## config.mk

```make
export PLATFORM = sky130hd
export DESIGN_NAME = rtc_timer
export DESIGN_NICKNAME = d
export VERILOG_FILES = /design/src/rtc_timer_pkg.sv /design/src/rtc_timer.sv
export SDC_FILE = /design/constraint.sdc
export NUM_CORES = 1
export LEC_CHECK = 0
export BUFFER_PORTS_ARGS = -buffer_cell sky130_fd_sc_hd__buf_2
export CAP_MARGIN = 20
export CORE_MARGIN = 2
export CORE_UTILIZATION = 50
export DETAILED_ROUTE_END_ITERATION = 6
export GPL_TIMING_DRIVEN = 1
export PLACE_DENSITY = 0.76
export REMOVE_ABC_BUFFERS = 1
export SYNTH_ARGS = -nofsm -noshare
export SYNTH_HDL_FRONTEND = slang
export SYNTH_SLANG_ARGS = --single-unit
```

## constraint.sdc

```tcl
create_clock -name clk -period 4 [get_ports clk]
set_input_delay 0.8 -clock clk [delete_from_list [all_inputs] [get_ports clk]]
set_output_delay 0.8 -clock clk [all_outputs]
set_load 0.005 [all_outputs]
```

## src/rtc_timer_pkg.sv

```systemverilog
// Constants shared by the real-time clock timer block
package rtc_timer_pkg;
    // ****************************************************************
    // Register indices and byte addresses
    // ****************************************************************
    localparam logic [11:0] IDX_RTC_COUNT = 12'h100; // Count register index
    localparam logic [11:0] IDX_RTC_PERIOD = 12'h102; // Period register index
    localparam logic [11:0] IDX_RTC_CONTROL = 12'h104; // Control register index
    localparam logic [11:0] IDX_INT_FLAG = 12'h106; // Interrupt flag status index
    localparam logic [11:0] IDX_INT_ENABLE = 12'h108; // Interrupt enable index
    localparam logic [11:0] IDX_OSC_CONTROL = 12'h10a; // Oscillator control index
    localparam int ADDR_W = 14; // Byte address width used for decode
    // ****************************************************************
    // Field positions
    // ****************************************************************
    localparam int BIT_TIMER_ON = 15; // Timer on
    localparam int BIT_STOP_IN_IDLE = 13; // Stop in idle
    localparam int BIT_GATE = 6; // Gated accumulate enable
    localparam int BIT_PRESC_HI = 5; // Prescale select msb
    localparam int BIT_PRESC_LO = 4; // Prescale select lsb
    localparam int BIT_SYNC = 2; // External sync select
    localparam int BIT_CLK_SRC = 1; // Clock source select
    localparam int BIT_PERIOD_FLAG = 0; // Period flag in flag/enable regs
    localparam int BIT_LPOSC = 1; // Low power osc enable
    // ****************************************************************
    // Reset values and masks
    // ****************************************************************
    localparam logic [15:0] RST_PERIOD = 16'hffff; // Period reset value
    localparam logic [15:0] RST_CONTROL = 16'h0000; // Control reset value
    localparam logic [15:0] RST_COUNT = 16'h0000; // Count reset value
    localparam logic [15:0] CTRL_WR_MASK = 16'ha076; // Implemented control bits
    // ****************************************************************
    // Prescaler terminal counts (ratio minus one)
    // ****************************************************************
    localparam logic [7:0] PRESC_LIM_1 = 8'h00; // 1:1
    localparam logic [7:0] PRESC_LIM_8 = 8'h07; // 1:8
    localparam logic [7:0] PRESC_LIM_64 = 8'h3f; // 1:64
    localparam logic [7:0] PRESC_LIM_256 = 8'hff; // 1:256
endpackage

```

## src/rtc_timer.sv

```systemverilog
// Real-time clock timer with APB register slave
//
// The APB interface to the registers was decided locally.
`timescale 1ns/10ps
// Notes on behaviour
// - Time-of-day counter clocked from 32 kHz oscillator
// - Mode chosen by control register bits and CPU idle
// - On, external source, ungated: count rising edges
// - Count equal period wraps to zero next
// - Low-power enable gives carry-out wake-up event
// - Keeps counting during CPU sleep
// - Match sets period flag; request if enabled
// - Request forwarded only when enable bit set
// - Prescaler 1, 8, 64 or 256 selectable
// - Prescaler cleared by count write, off, reset
// - Control write leaves count untouched
// - Control bit layout 15,13,6,5:4,2,1
module rtc_timer
    import rtc_timer_pkg::*;
(
    input wire logic clk, // 125 MHz system clock
    input wire logic rst_n, // Synchronous reset, active low
    input wire logic psel, // APB select
    input wire logic penable, // APB enable
    input wire logic pwrite, // APB write
    input wire logic [ADDR_W-1:0] paddr, // APB byte address
    input wire logic [31:0] pwdata, // APB write data
    output logic [31:0] prdata, // APB read data
    output logic pready, // APB ready
    output logic pslverr, // APB error on unmapped address
    input wire logic oscIn, // 32 kHz oscillator, asynchronous
    input wire logic cpuIdle, // CPU in idle mode
    input wire logic cpuSleep, // CPU in sleep mode
    output logic irq, // Period interrupt request
    output logic wakeEvent // Carry-out wake-up pulse
);
    // ****************************************************************
    // Register bus decode
    // ****************************************************************
    logic [31:0] prdataReg; // Read data captured in setup phase
    logic [15:0] countReg; // Count
    logic [15:0] periodReg; // Period
    logic [15:0] ctrlReg; // Control
    logic flagReg; // Period interrupt flag
    logic intEnReg; // Period interrupt enable
    logic lposcReg; // Low power oscillator enable
    logic [7:0] prescCnt; // Prescaler counter
    logic oscS1, oscS2, oscS3; // Oscillator synchroniser and edge history
    wire setupPh = psel && !penable; // Setup phase
    wire accessPh = psel && penable; // Access phase, always ready
    wire wrAcc = accessPh && pwrite; // Write takes effect here
    wire aligned = (paddr[1:0] == 2'b00); // Word-aligned access only
    wire [11:0] idx = paddr[ADDR_W-1:2]; // Register index
    wire hitCount = aligned && idx == IDX_RTC_COUNT; // Count selected
    wire hitPeriod = aligned && idx == IDX_RTC_PERIOD; // Period selected
    wire hitCtrl = aligned && idx == IDX_RTC_CONTROL; // Control selected
    wire hitFlag = aligned && idx == IDX_INT_FLAG; // Flag status selected
    wire hitEn = aligned && idx == IDX_INT_ENABLE; // Enable selected
    wire hitOsc = aligned && idx == IDX_OSC_CONTROL; // Osc control selected
    wire mapped = hitCount || hitPeriod || hitCtrl || hitFlag || hitEn || hitOsc; // Any register
    wire countWr = wrAcc && hitCount; // Count write
    wire periodWr = wrAcc && hitPeriod; // Period write
    wire ctrlWr = wrAcc && hitCtrl; // Control write
    wire flagWr = wrAcc && hitFlag; // Flag write
    wire enWr = wrAcc && hitEn; // Enable write
    wire oscWr = wrAcc && hitOsc; // Osc control write
    // Read mux; narrow registers sit low, upper bits zero
    wire [31:0] rdMux = hitCount ? {16'h0000, countReg} :
                        hitPeriod ? {16'h0000, periodReg} :
                        hitCtrl ? {16'h0000, ctrlReg} :
                        hitFlag ? {31'h00000000, flagReg} :
                        hitEn ? {31'h00000000, intEnReg} :
                        hitOsc ? {30'h00000000, lposcReg, 1'b0} : 32'h00000000;
    assign pready = 1'b1; // Zero wait states
    assign pslverr = accessPh && !mapped; // Unmapped or misaligned
    assign prdata = prdataReg;
    // Capture read data in the setup cycle so it comes from a flop
    always_ff @(posedge clk) begin
        if (!rst_n) begin
            prdataReg <= 32'h00000000;
        end else if (setupPh) begin
            prdataReg <= rdMux;
        end
    end
    // ****************************************************************
    // Control fields
    // ****************************************************************
    wire timerOn = ctrlReg[BIT_TIMER_ON];
    wire stopInIdle = ctrlReg[BIT_STOP_IN_IDLE];
    wire gateEn = ctrlReg[BIT_GATE];
    wire [1:0] prescSel = ctrlReg[BIT_PRESC_HI:BIT_PRESC_LO];
    wire clkSrcSel = ctrlReg[BIT_CLK_SRC]; // External clock chosen
    // Run decided by control bits and CPU idle; sleep never stops it
    wire runEn = timerOn && clkSrcSel && !gateEn && !(cpuIdle && stopInIdle);
    // Control register: only implemented bits are writable
    always_ff @(posedge clk) begin
        if (!rst_n) begin
            ctrlReg <= RST_CONTROL;
        end else if (ctrlWr) begin
            ctrlReg <= pwdata[15:0] & CTRL_WR_MASK;
        end
    end
    // ****************************************************************
    // Oscillator synchroniser and edge detect
    // ****************************************************************
    // Two flops before any logic; third flop only for edge history
    always_ff @(posedge clk) begin
        if (!rst_n) begin
            oscS1 <= 1'b0;
            oscS2 <= 1'b0;
            oscS3 <= 1'b0;
        end else begin
            oscS1 <= oscIn;
            oscS2 <= oscS1;
            oscS3 <= oscS2;
        end
    end
    wire oscRise = oscS2 && !oscS3; // Rising edge of the 32 kHz clock
    // ****************************************************************
    // Prescaler
    // ****************************************************************
    // Terminal count from the two-bit select
    wire [7:0] prescLim = (prescSel == 2'b00) ? PRESC_LIM_1 :
                          (prescSel == 2'b01) ? PRESC_LIM_8 :
                          (prescSel == 2'b10) ? PRESC_LIM_64 : PRESC_LIM_256;
    wire prescEdge = runEn && oscRise; // Prescaler clock
    wire tick = prescEdge && (prescCnt == prescLim); // Counter increment
    wire tonClear = ctrlWr && !pwdata[BIT_TIMER_ON]; // Timer being switched off
    // Prescaler frozen while off, cleared on count write or switch-off
    always_ff @(posedge clk) begin
        if (!rst_n) begin
            prescCnt <= 8'h00;
        end else if (countWr || tonClear) begin
            prescCnt <= 8'h00;
        end else if (tick) begin
            prescCnt <= 8'h00;
        end else if (prescEdge) begin
            prescCnt <= prescCnt + 8'h01;
        end
    end
    // ****************************************************************
    // Counter and period
    // ****************************************************************
    wire atPeriod = (countReg == periodReg); // Match
    wire matchEv = tick && atPeriod; // One per wrap
    // A software write beats a tick in the same cycle; all in one domain
    // so the written value can never tear against an increment
    always_ff @(posedge clk) begin
        if (!rst_n) begin
            countReg <= RST_COUNT;
        end else if (countWr) begin
            countReg <= pwdata[15:0];
        end else if (matchEv) begin
            countReg <= 16'h0000;
        end else if (tick) begin
            countReg <= countReg + 16'h0001;
        end
    end
    // Period register
    always_ff @(posedge clk) begin
        if (!rst_n) begin
            periodReg <= RST_PERIOD;
        end else if (periodWr) begin
            periodReg <= pwdata[15:0];
        end
    end
    // ****************************************************************
    // Flag, enable, oscillator control, wake-up
    // ****************************************************************
    // Set wins over a software clear in the same cycle
    always_ff @(posedge clk) begin
        if (!rst_n) begin
            flagReg <= 1'b0;
            intEnReg <= 1'b0;
            lposcReg <= 1'b0;
        end else begin
            if (matchEv) begin
                flagReg <= 1'b1;
            end else if (flagWr) begin
                flagReg <= pwdata[BIT_PERIOD_FLAG];
            end
            if (enWr) begin
                intEnReg <= pwdata[BIT_PERIOD_FLAG];
            end
            if (oscWr) begin
                lposcReg <= pwdata[BIT_LPOSC];
            end
        end
    end
    assign irq = flagReg && intEnReg;
    // Carry-out pulse only when the low power oscillator is enabled
    assign wakeEvent = matchEv && lposcReg;
endmodule

```

==> out/results.ini, run 1 <==
[status]
status=finished clean

[cts]
cts-root-buf=clkbuf_8
path_clk_slew_ps=70
cts_buffer_depth=2
clock-sinks=69
htreeDepth=3
cts-resized-gates=0
cts_setup_buffers=0
cts_hold_buf=0
clock_latency_ps=350
cts_tree=yes
numCtsBuffers=9

[yosys]
synth_edf_count=0
synth-seq-cells=69
synth_xor_area_share_pct=6.04
synthFlopType=dfxtp_1
synth_top_family_by_area=simple AND/OR/NAND/NOR gates
synth_fa_ha_area_share_pct=0.663
synth_simple_gate_area_share_pct=31.5
synth_largest_area_cell=dfxtp_1
syn_inst=477
synth.top_cells.by_area=dfxtp_1 (37%), nand2_1 (8.3%), nand3_1 (6.0%)
yosys-top-cells-count=nand2_1 (83), dfxtp_1 (69), nand3_1 (45)
ys.warnings.count=0
yosysTopAreaCellShare_pct=36.6
synthArstFlopShare_pct=0
synth_most_common_cell=nand2_1
seq_area_frac_synth_pct=36.6
syn_area_um2=3770
synth_cell_types=56
synth_compound_area_share_pct=15.9
synthMuxAreaShare_pct=1.59
avgSynthCellArea_um2=7.91

[timing]
setup_tns_ps=0
finalMaxSlewViolations=0
fin_skew_ps=9.45
hold-worst-slack_ps=438
hold_viol=0
worst_slew_pin_slew_ps=1040
period_needed_ps=3130
setup_viol=0
fmax_mhz=320
relSlewSlack_pct=30.2
fin_crit_sh_pct=78.1
rsz0062_at_grt=no

[placement]
dpl.hpwl_um=6850
post_dp_cell_area_um2=4030
portBuffers=55
place_congestion=0.904

[pwr]
comb_power_share_pct=6.4
p_clk_share_pct=40.1
power.internal_uw=997
power_mw=1.31
max-vdd-ir-drop_mv=0.147
pwr_density_cell_nw_per_um2=312
p_switching_uw=313
p_sw_share_pct=23.9
pwr-share-seq_pct=53.6
p_leak_nw=1.65

[setup_path]
worstSetupStartpointType=flip-flop
cp.arrival_ps=2330
crit_required_ps=3200
crit_path_end_kind=primary output
crit_fanout=8
crit_type=reg2out

[layout]
multiInputGateArea_um2=2170
syn_to_final_growth_pct=11.4
final_nets=575
fillers=727
drive_gt1_share_pct=17.8
ff_latch_area_um2=1380
n_antenna_cell=0
stdcell_area_um2=4200

[die]
dieArea_um2=8260
dieHeight_um=90.9
initial_utilization_pct=51.7
coreArea_um2=7290
io-pin-count=90
row_count=31
die_width_um=90.9

[global_route]
grt_overflow=0
grt_pass1_wl_um=16000
grt.total_usage_pct=24.0
antenna_found_initial=0
grt_max_degree=39
grt_pass1_vias=3307

[job]
drv_cap=0

[detailed_routing]
viasPerCell=5.82
drt_pre_antenna_iters=5
drc=0
wl_per_cell_um=15.9
drtAntennaViolNets=0
via_count=3618
wirelength_um=9900
drt_iter0_drc=325

[min_path]
hp-class=reg2reg

## state kept, by name, summed over array words and instances (netlist names)
register and count:
countReg 16, periodReg 16, prdata 16, prescCnt 8
ctrlReg 7, flagReg 1, intEnReg 1, lposcReg 1
oscS1 1, oscS2 1, oscS3 1
## layer usage
layer | vias to the layer above | wire (µm) | track usage (%)
li1 | 1739 | - | -
met1 | 1715 | 4340 | 31.4
met2 | 154 | 4710 | 39.7
met3 | 10 | 705 | 4.59
met4 | 0 | 142 | 8.59
met5 | - | 0 | 0
## critical path, cell delays in order (launching register included)
cell,delay (ps)
dfxtp_1,440
or3b_2,470
a21oi_1,290
o2111a_1,430
and3_1,230
buf_2,120
## area by class of cell
type	instances	area share, %
tap	99	2.95
timing repair buffer	64	8.15
inverter	3	0.268
sequential	69	32.9
clock inverter	1	0.119
clock buffer	14	4.11
multi-input combinational	372	51.5
## metrics by stage
stage,utilization [%],instances,setup WS (ps)
floorplan,-,444,1290
global placement,55.2,607,1100
detailed placement,55.2,607,1100
CTS,57.7,622,905
global route,57.7,622,790
finish,57.7,622,875
## cell usage in the layout, fill, tap and decap left out, types with 4 or more instances in the layout
cell type and instances:
and2_1 5, buf_2 55, nor2_1 33, nand2_1 83
o31ai_1 5, nor2b_1 4, nand3_1 45, mux2i_1 6
or3_1 4, o21ai_0 16, dfxtp_1 69, nand4_1 10
xor2_1 7, conb_1 17, a221oi_1 6, clkbuf_8 12
buf_4 9, a21oi_1 30, xnor2_1 19, and3_1 7
nor3_1 11, a31oi_1 7, a22o_1 8
## power groups by stage
stage               Clock (mW)  Sequential (mW)  Combinational, mW
floorplan                    0            0.715             0.0355
global placement             0            0.717             0.0810
detailed placement           0            0.717             0.0821
CTS                      0.536            0.701             0.0824
global route             0.567            0.702             0.0921
finish                   0.525            0.701             0.0836
## final timing paths
check                          startpoint                       end  slack, ps  depth (start not counted)
hold reg to reg          oscS1$_SDFF_PN0_          oscS2$_SDFF_PN0_        440                          1
setup / recovery  ctrlReg[4]$_SDFFE_PN0N_                 wakeEvent        870                          5
hold / removal           oscS1$_SDFF_PN0_          oscS2$_SDFF_PN0_        440                          1
setup reg to reg  ctrlReg[4]$_SDFFE_PN0N_  countReg[1]$_SDFFE_PN0P_       1680                          6
## logic make-up (layout without fill, tap and decap cells)
family / after synthesis / after routing
mux: 6 / 6
fa+ha+maj: 2 / 2
buf+inv: 51 / 82
xor+xnor: 26 / 26
flops: 69 / 69
simple gates: 231 / 231
other cells: 2 / 17
compound gates: 90 / 90
No activity file was read; power rests on OpenSTA's default activity.
==> run 2, diff against run 1 <==
Clock period 4 ns to 3.27 ns, I/O delays scaled along.
==> out/results.ini, run 2 (synthesis gave the netlist of run 1 again) <==
[status]
status=finished clean

[setup_path]
rr_endpoint=countReg[2]$_SDFFE_PN0P_
crit_required_ps=2620  ; -580 ps
crit_type=reg2out
crit_fanout=6  ; -2
crit_slowest_cell=or3b_2
path_cells=or3b_2 -> a21oi_1 -> o2111a_1 -> and3_1 -> buf_2
cp.arrival_ps=2160  ; -170 ps
max_stage_delay_ps=480  ; about the same
reg2regPathDepth=6  ; unchanged
crit_family=simple AND/OR/NAND/NOR gates
crit_path_end_kind=primary output
path_buf_inv=1  ; unchanged
rrSetupSlack_ps=990  ; -690 ps
worstReg2RegStart=ctrlReg[4]$_SDFFE_PN0N_
worstSetupStartpointType=flip-flop

[cts]
numCtsBuffers=9  ; unchanged
clock_latency_ps=350  ; about the same
clock-sinks=69  ; unchanged
cts_setup_buffers=0  ; unchanged
cts_tree=yes
cts-root-buf=clkbuf_8
path_clk_slew_ps=70  ; about the same
htreeDepth=3  ; unchanged
cts_buffer_depth=2  ; unchanged
cts-resized-gates=0  ; unchanged
cts_hold_buf=0  ; unchanged

[min_path]
min_to=oscS2$_SDFF_PN0_
hp-class=reg2reg
hp-start=oscS1$_SDFF_PN0_
whs_path_depth=1  ; unchanged

[layout]
ff_latch_area_um2=1380  ; unchanged
n_antenna_cell=0  ; unchanged
final_nets=577  ; +0.35%
final_common_cell=nand2_1
syn_to_final_growth_pct=11.5  ; about the same
multiInputGateArea_um2=2170  ; unchanged
fillers=718  ; -1.2%
drive_gt1_share_pct=18.1  ; +0.35 points
layout_common_cells=nand2_1 (83), dfxtp_1 (69), buf_2 (55), nand3_1 (45), nor2_1 (33)

[timing]
fin_skew_ps=9.60  ; +0.149 ps
rsz0062_at_grt=no
period_needed_ps=2810
setup_viol=0  ; unchanged
worst_slew_pin_slew_ps=710  ; -329 ps
setup_tns_ps=0  ; unchanged
hold_viol=0  ; unchanged
relSlewSlack_pct=52.2  ; +22 points
fin_crit_sh_pct=86.0
finalMaxSlewViolations=0  ; unchanged
fmax_mhz=356

[detailed_routing]
wirelength_um=9830  ; -0.76%
drt_iter0_drc=243  ; -25%
drt_pre_antenna_iters=6  ; +1
via_count=3596  ; -0.61%
drtAntennaViolNets=0  ; unchanged
drc=0  ; unchanged
viasPerCell=5.77  ; -0.77%
wl_per_cell_um=15.8  ; -0.92%

[die]
initial_utilization_pct=51.7  ; unchanged
io-pin-count=90  ; unchanged
row_count=31  ; unchanged
dieArea_um2=8260  ; unchanged
dieHeight_um=90.9  ; unchanged
die_width_um=90.9  ; unchanged
coreArea_um2=7290  ; unchanged

[pwr]
p_leak_nw=1.66  ; +0.41%
max-vdd-ir-drop_mv=0.194  ; +32%
pwr_density_cell_nw_per_um2=375  ; +20%
power_mw=1.58  ; +20%

[global_route]
antenna_found_initial=0  ; unchanged
grt_overflow=0  ; unchanged
grt_pass1_vias=3366  ; +1.8%
grt_pass1_wl_um=16300  ; +2.2%
grt_max_degree=39  ; unchanged
grt.total_usage_pct=24.7  ; +0.67 points

[placement]
place_congestion=0.909  ; +0.54%
dpl.hpwl_um=6940  ; +1.3%
portBuffers=55  ; unchanged

[job]
drv_cap=0  ; unchanged

==> run 2: how the worst max path moves through the flow <==
stage	cells after the start	endpoint	from
after floorplan	6	countReg[7]$_SDFFE_PN0P_	paddr[7]
after global placement	7	prescCnt[6]$_SDFFE_PP0P_	paddr[7]
after detailed placement	7	prescCnt[5]$_SDFFE_PP0P_	paddr[7]
after CTS	5	wakeEvent	ctrlReg[4]$_SDFFE_PN0N_
after global routing	5	wakeEvent	ctrlReg[4]$_SDFFE_PN0N_
final	5	wakeEvent	ctrlReg[4]$_SDFFE_PN0N_
==> run 2: area by class of cell <==
class,count,share of cell area [%]
Sequential cell,69,32.8
Clock buffer,12,3.69
Multi-Input combinational cell,372,51.5
Inverter,3,0.268
Timing Repair Buffer,66,8.51
Clock inverter,2,0.238
Tap cell,99,2.94
==> run 2: layer usage <==
layer,track usage (%),wire (µm),vias up
met1,32.4,4320,1665
met5,0,0,-
met4,9.47,212,0
li1,-,-,1741
met2,39.3,4510,168
met3,6.18,779,22
==> run 2: through the flow <==
stage               utilization, %  hold WS, ps  instance area [µm²]  setup WS (ps)  std cells
floorplan                        -          412                 3560            703        444
global placement              55.4          419                 4040            634        609
detailed placement            55.4          428                 4040            560        609
CTS                           57.7          445                 4210            477        623
global route                  57.7          467                 4210            374        623
finish                        57.7          439                 4210            457        623
==> run 2: power breakdown <==
group	switching, mW	total (mW)	internal (mW)
sequential	0.0110	0.859	0.848
clock	0.308	0.614	0.306
combinational	0.0650	0.104	0.0392
total	0.384	1.58	1.19
==> run 3, diff against run 2 <==
Settings changed: CORE_UTILIZATION 50 to 44, PLACE_DENSITY 0.76 to 0.69.
==> out/results.ini, run 3 (synthesis gave the netlist of run 1 again) <==
[timing]
worst_slew_pin_slew_ps=678  ; -31.9 ps
fmax_mhz=362  ; +1.8%
fin_skew_ps=13.9  ; +4.28 ps
setup_viol=0  ; unchanged
relSlewSlack_pct=54.4  ; +2.1 points
finalMaxSlewViolations=0  ; unchanged
rsz0062_at_grt=no
fin_crit_sh_pct=84.5  ; -1.5 points
period_needed_ps=2760  ; -48.5 ps
hold_viol=0  ; unchanged
setup_tns_ps=0  ; unchanged

[layout]
finalNonFillerCells=631  ; +1.3%
drive_gt1_share_pct=18.6  ; +0.50 points
n_antenna_cell=0  ; unchanged
stdcell_area_um2=4280  ; +1.8%
fillers=802  ; +12%
final_common_cell=nand2_1
layout_common_cells=nand2_1 (83), dfxtp_1 (69), buf_2 (55), nand3_1 (45), nor2_1 (33)
syn_to_final_growth_pct=13.5
final_nets=577  ; unchanged

[cts]
htreeDepth=3  ; unchanged
cts-resized-gates=0  ; unchanged
clock_latency_ps=360  ; about the same
cts_hold_buf=0  ; unchanged
cts_setup_buffers=0  ; unchanged
cts_tree=yes
cts-root-buf=clkbuf_8
numCtsBuffers=9  ; unchanged
clock-sinks=69  ; unchanged
cts_buffer_depth=2  ; unchanged
path_clk_slew_ps=70  ; about the same

[global_route]
grt_pass1_vias=3274  ; -2.7%
grt_max_degree=26  ; -33%
antenna_found_initial=0  ; unchanged
grt.total_usage_pct=23.1  ; -1.6 points
grt_overflow=0  ; unchanged
grt_pass1_wl_um=16400  ; +0.42%

[detailed_routing]
viasPerCell=5.66  ; -1.9%
drc=0  ; unchanged
via_count=3572  ; -0.67%
drt_pre_antenna_iters=5  ; -1
drtAntennaViolNets=0  ; unchanged
wl_per_cell_um=16.0  ; +1.7%
drt_iter0_drc=299  ; +23%
wirelength_um=10100  ; +3.1%

[die]
coreArea_um2=8260  ; +13%
die_width_um=96.6  ; +6.3%
row_count=33  ; +6.5%
dieArea_um2=9330  ; +13%
io-pin-count=90  ; unchanged
initial_utilization_pct=45.7  ; -6.1 points
dieHeight_um=96.6  ; +6.3%

[setup_path]
crit_family=simple AND/OR/NAND/NOR gates
worstSetupStartpointType=flip-flop
path_buf_inv=1  ; unchanged
crit_slowest_cell=or3b_2
crit_type=reg2out
crit_fanout=6  ; unchanged
crit_required_ps=2620  ; about the same
cp.arrival_ps=2110  ; -50 ps
path_cells=or3b_2 -> a21oi_1 -> o2111a_1 -> and3_1 -> buf_2
max_stage_delay_ps=460  ; -20 ps
crit_path_end_kind=primary output

[min_path]
hp-class=reg2reg

[placement]
place_congestion=0.902  ; -0.69%
dpl.hpwl_um=7150  ; +3.0%
portBuffers=55  ; unchanged
dp.cells=615  ; +0.99%
post_dp_cell_area_um2=4050  ; +0.19%

[job]
drv_cap=0  ; unchanged

[pwr]
pwr_density_cell_nw_per_um2=414  ; +10%
p_leak_nw=1.68  ; +1.2%
max-vdd-ir-drop_mv=0.167  ; -14%

[status]
status=finished clean

==> run 3: layer usage <==
metal	track usage (%)	part of all wire, %
met1	31.3	46
met2	36.5	45
met3	3.72	6.9
met4	9.62	1.6
met5	0	0
==> run 3: where the power goes <==
| part | leakage, nW | internal [mW] | switching [mW] |
|---|---|---|---|
| combinational | 1.01 | 0.0392 | 0.0655 |
| clock | 0.108 | 0.471 | 0.339 |
| sequential | 0.558 | 0.847 | 0.0113 |
| total | 1.68 | 1.36 | 0.416 |
==> run 3: layout make-up <==
class | count | area, µm² | area share (%)
inverters | 3 | 11.3 | 0.263
clock inverters | 5 | 82.6 | 1.93
multi-input cells | 372 | 2170 | 50.6
well taps | 105 | 131 | 3.07
clock buffers | 11 | 151 | 3.53
repair buffers | 66 | 358 | 8.36
flip-flops and latches | 69 | 1380 | 32.3
==> run 3: path summary, 6_finish.rpt <==
kind,depth (start not counted),from,slack [ps],to
setup / recovery,5,ctrlReg[4]$_SDFFE_PN0N_,510,wakeEvent
hold / removal,1,oscS2$_SDFF_PN0_,450,oscS3$_SDFF_PN0_
setup reg to reg,6,ctrlReg[4]$_SDFFE_PN0N_,960,countReg[14]$_SDFFE_PN0P_
hold reg to reg,1,oscS2$_SDFF_PN0_,450,oscS3$_SDFF_PN0_
==> run 3: metrics by stage <==
step	total power, mW	utilization (%)	setup WS, ps	hold WS, ps
6_report	1.77	51.9	506	446
5_1_grt	1.83	51.9	367	444
4_1_cts	1.78	51.9	506	440
3_5_place_dp	0.981	49.0	524	423
3_3_place_gp	0.979	49.0	604	416
2_1_floorplan	0.918	-	703	412
==> run 3: worst reg2reg max path, stage by stage, from the launching register on <==
cell	delay, ps
dfxtp_1	420
or3b_2	460
a21oi_1	280
o2111ai_4	350
nor2_4	420
nand3_1	140
a31oi_1	180
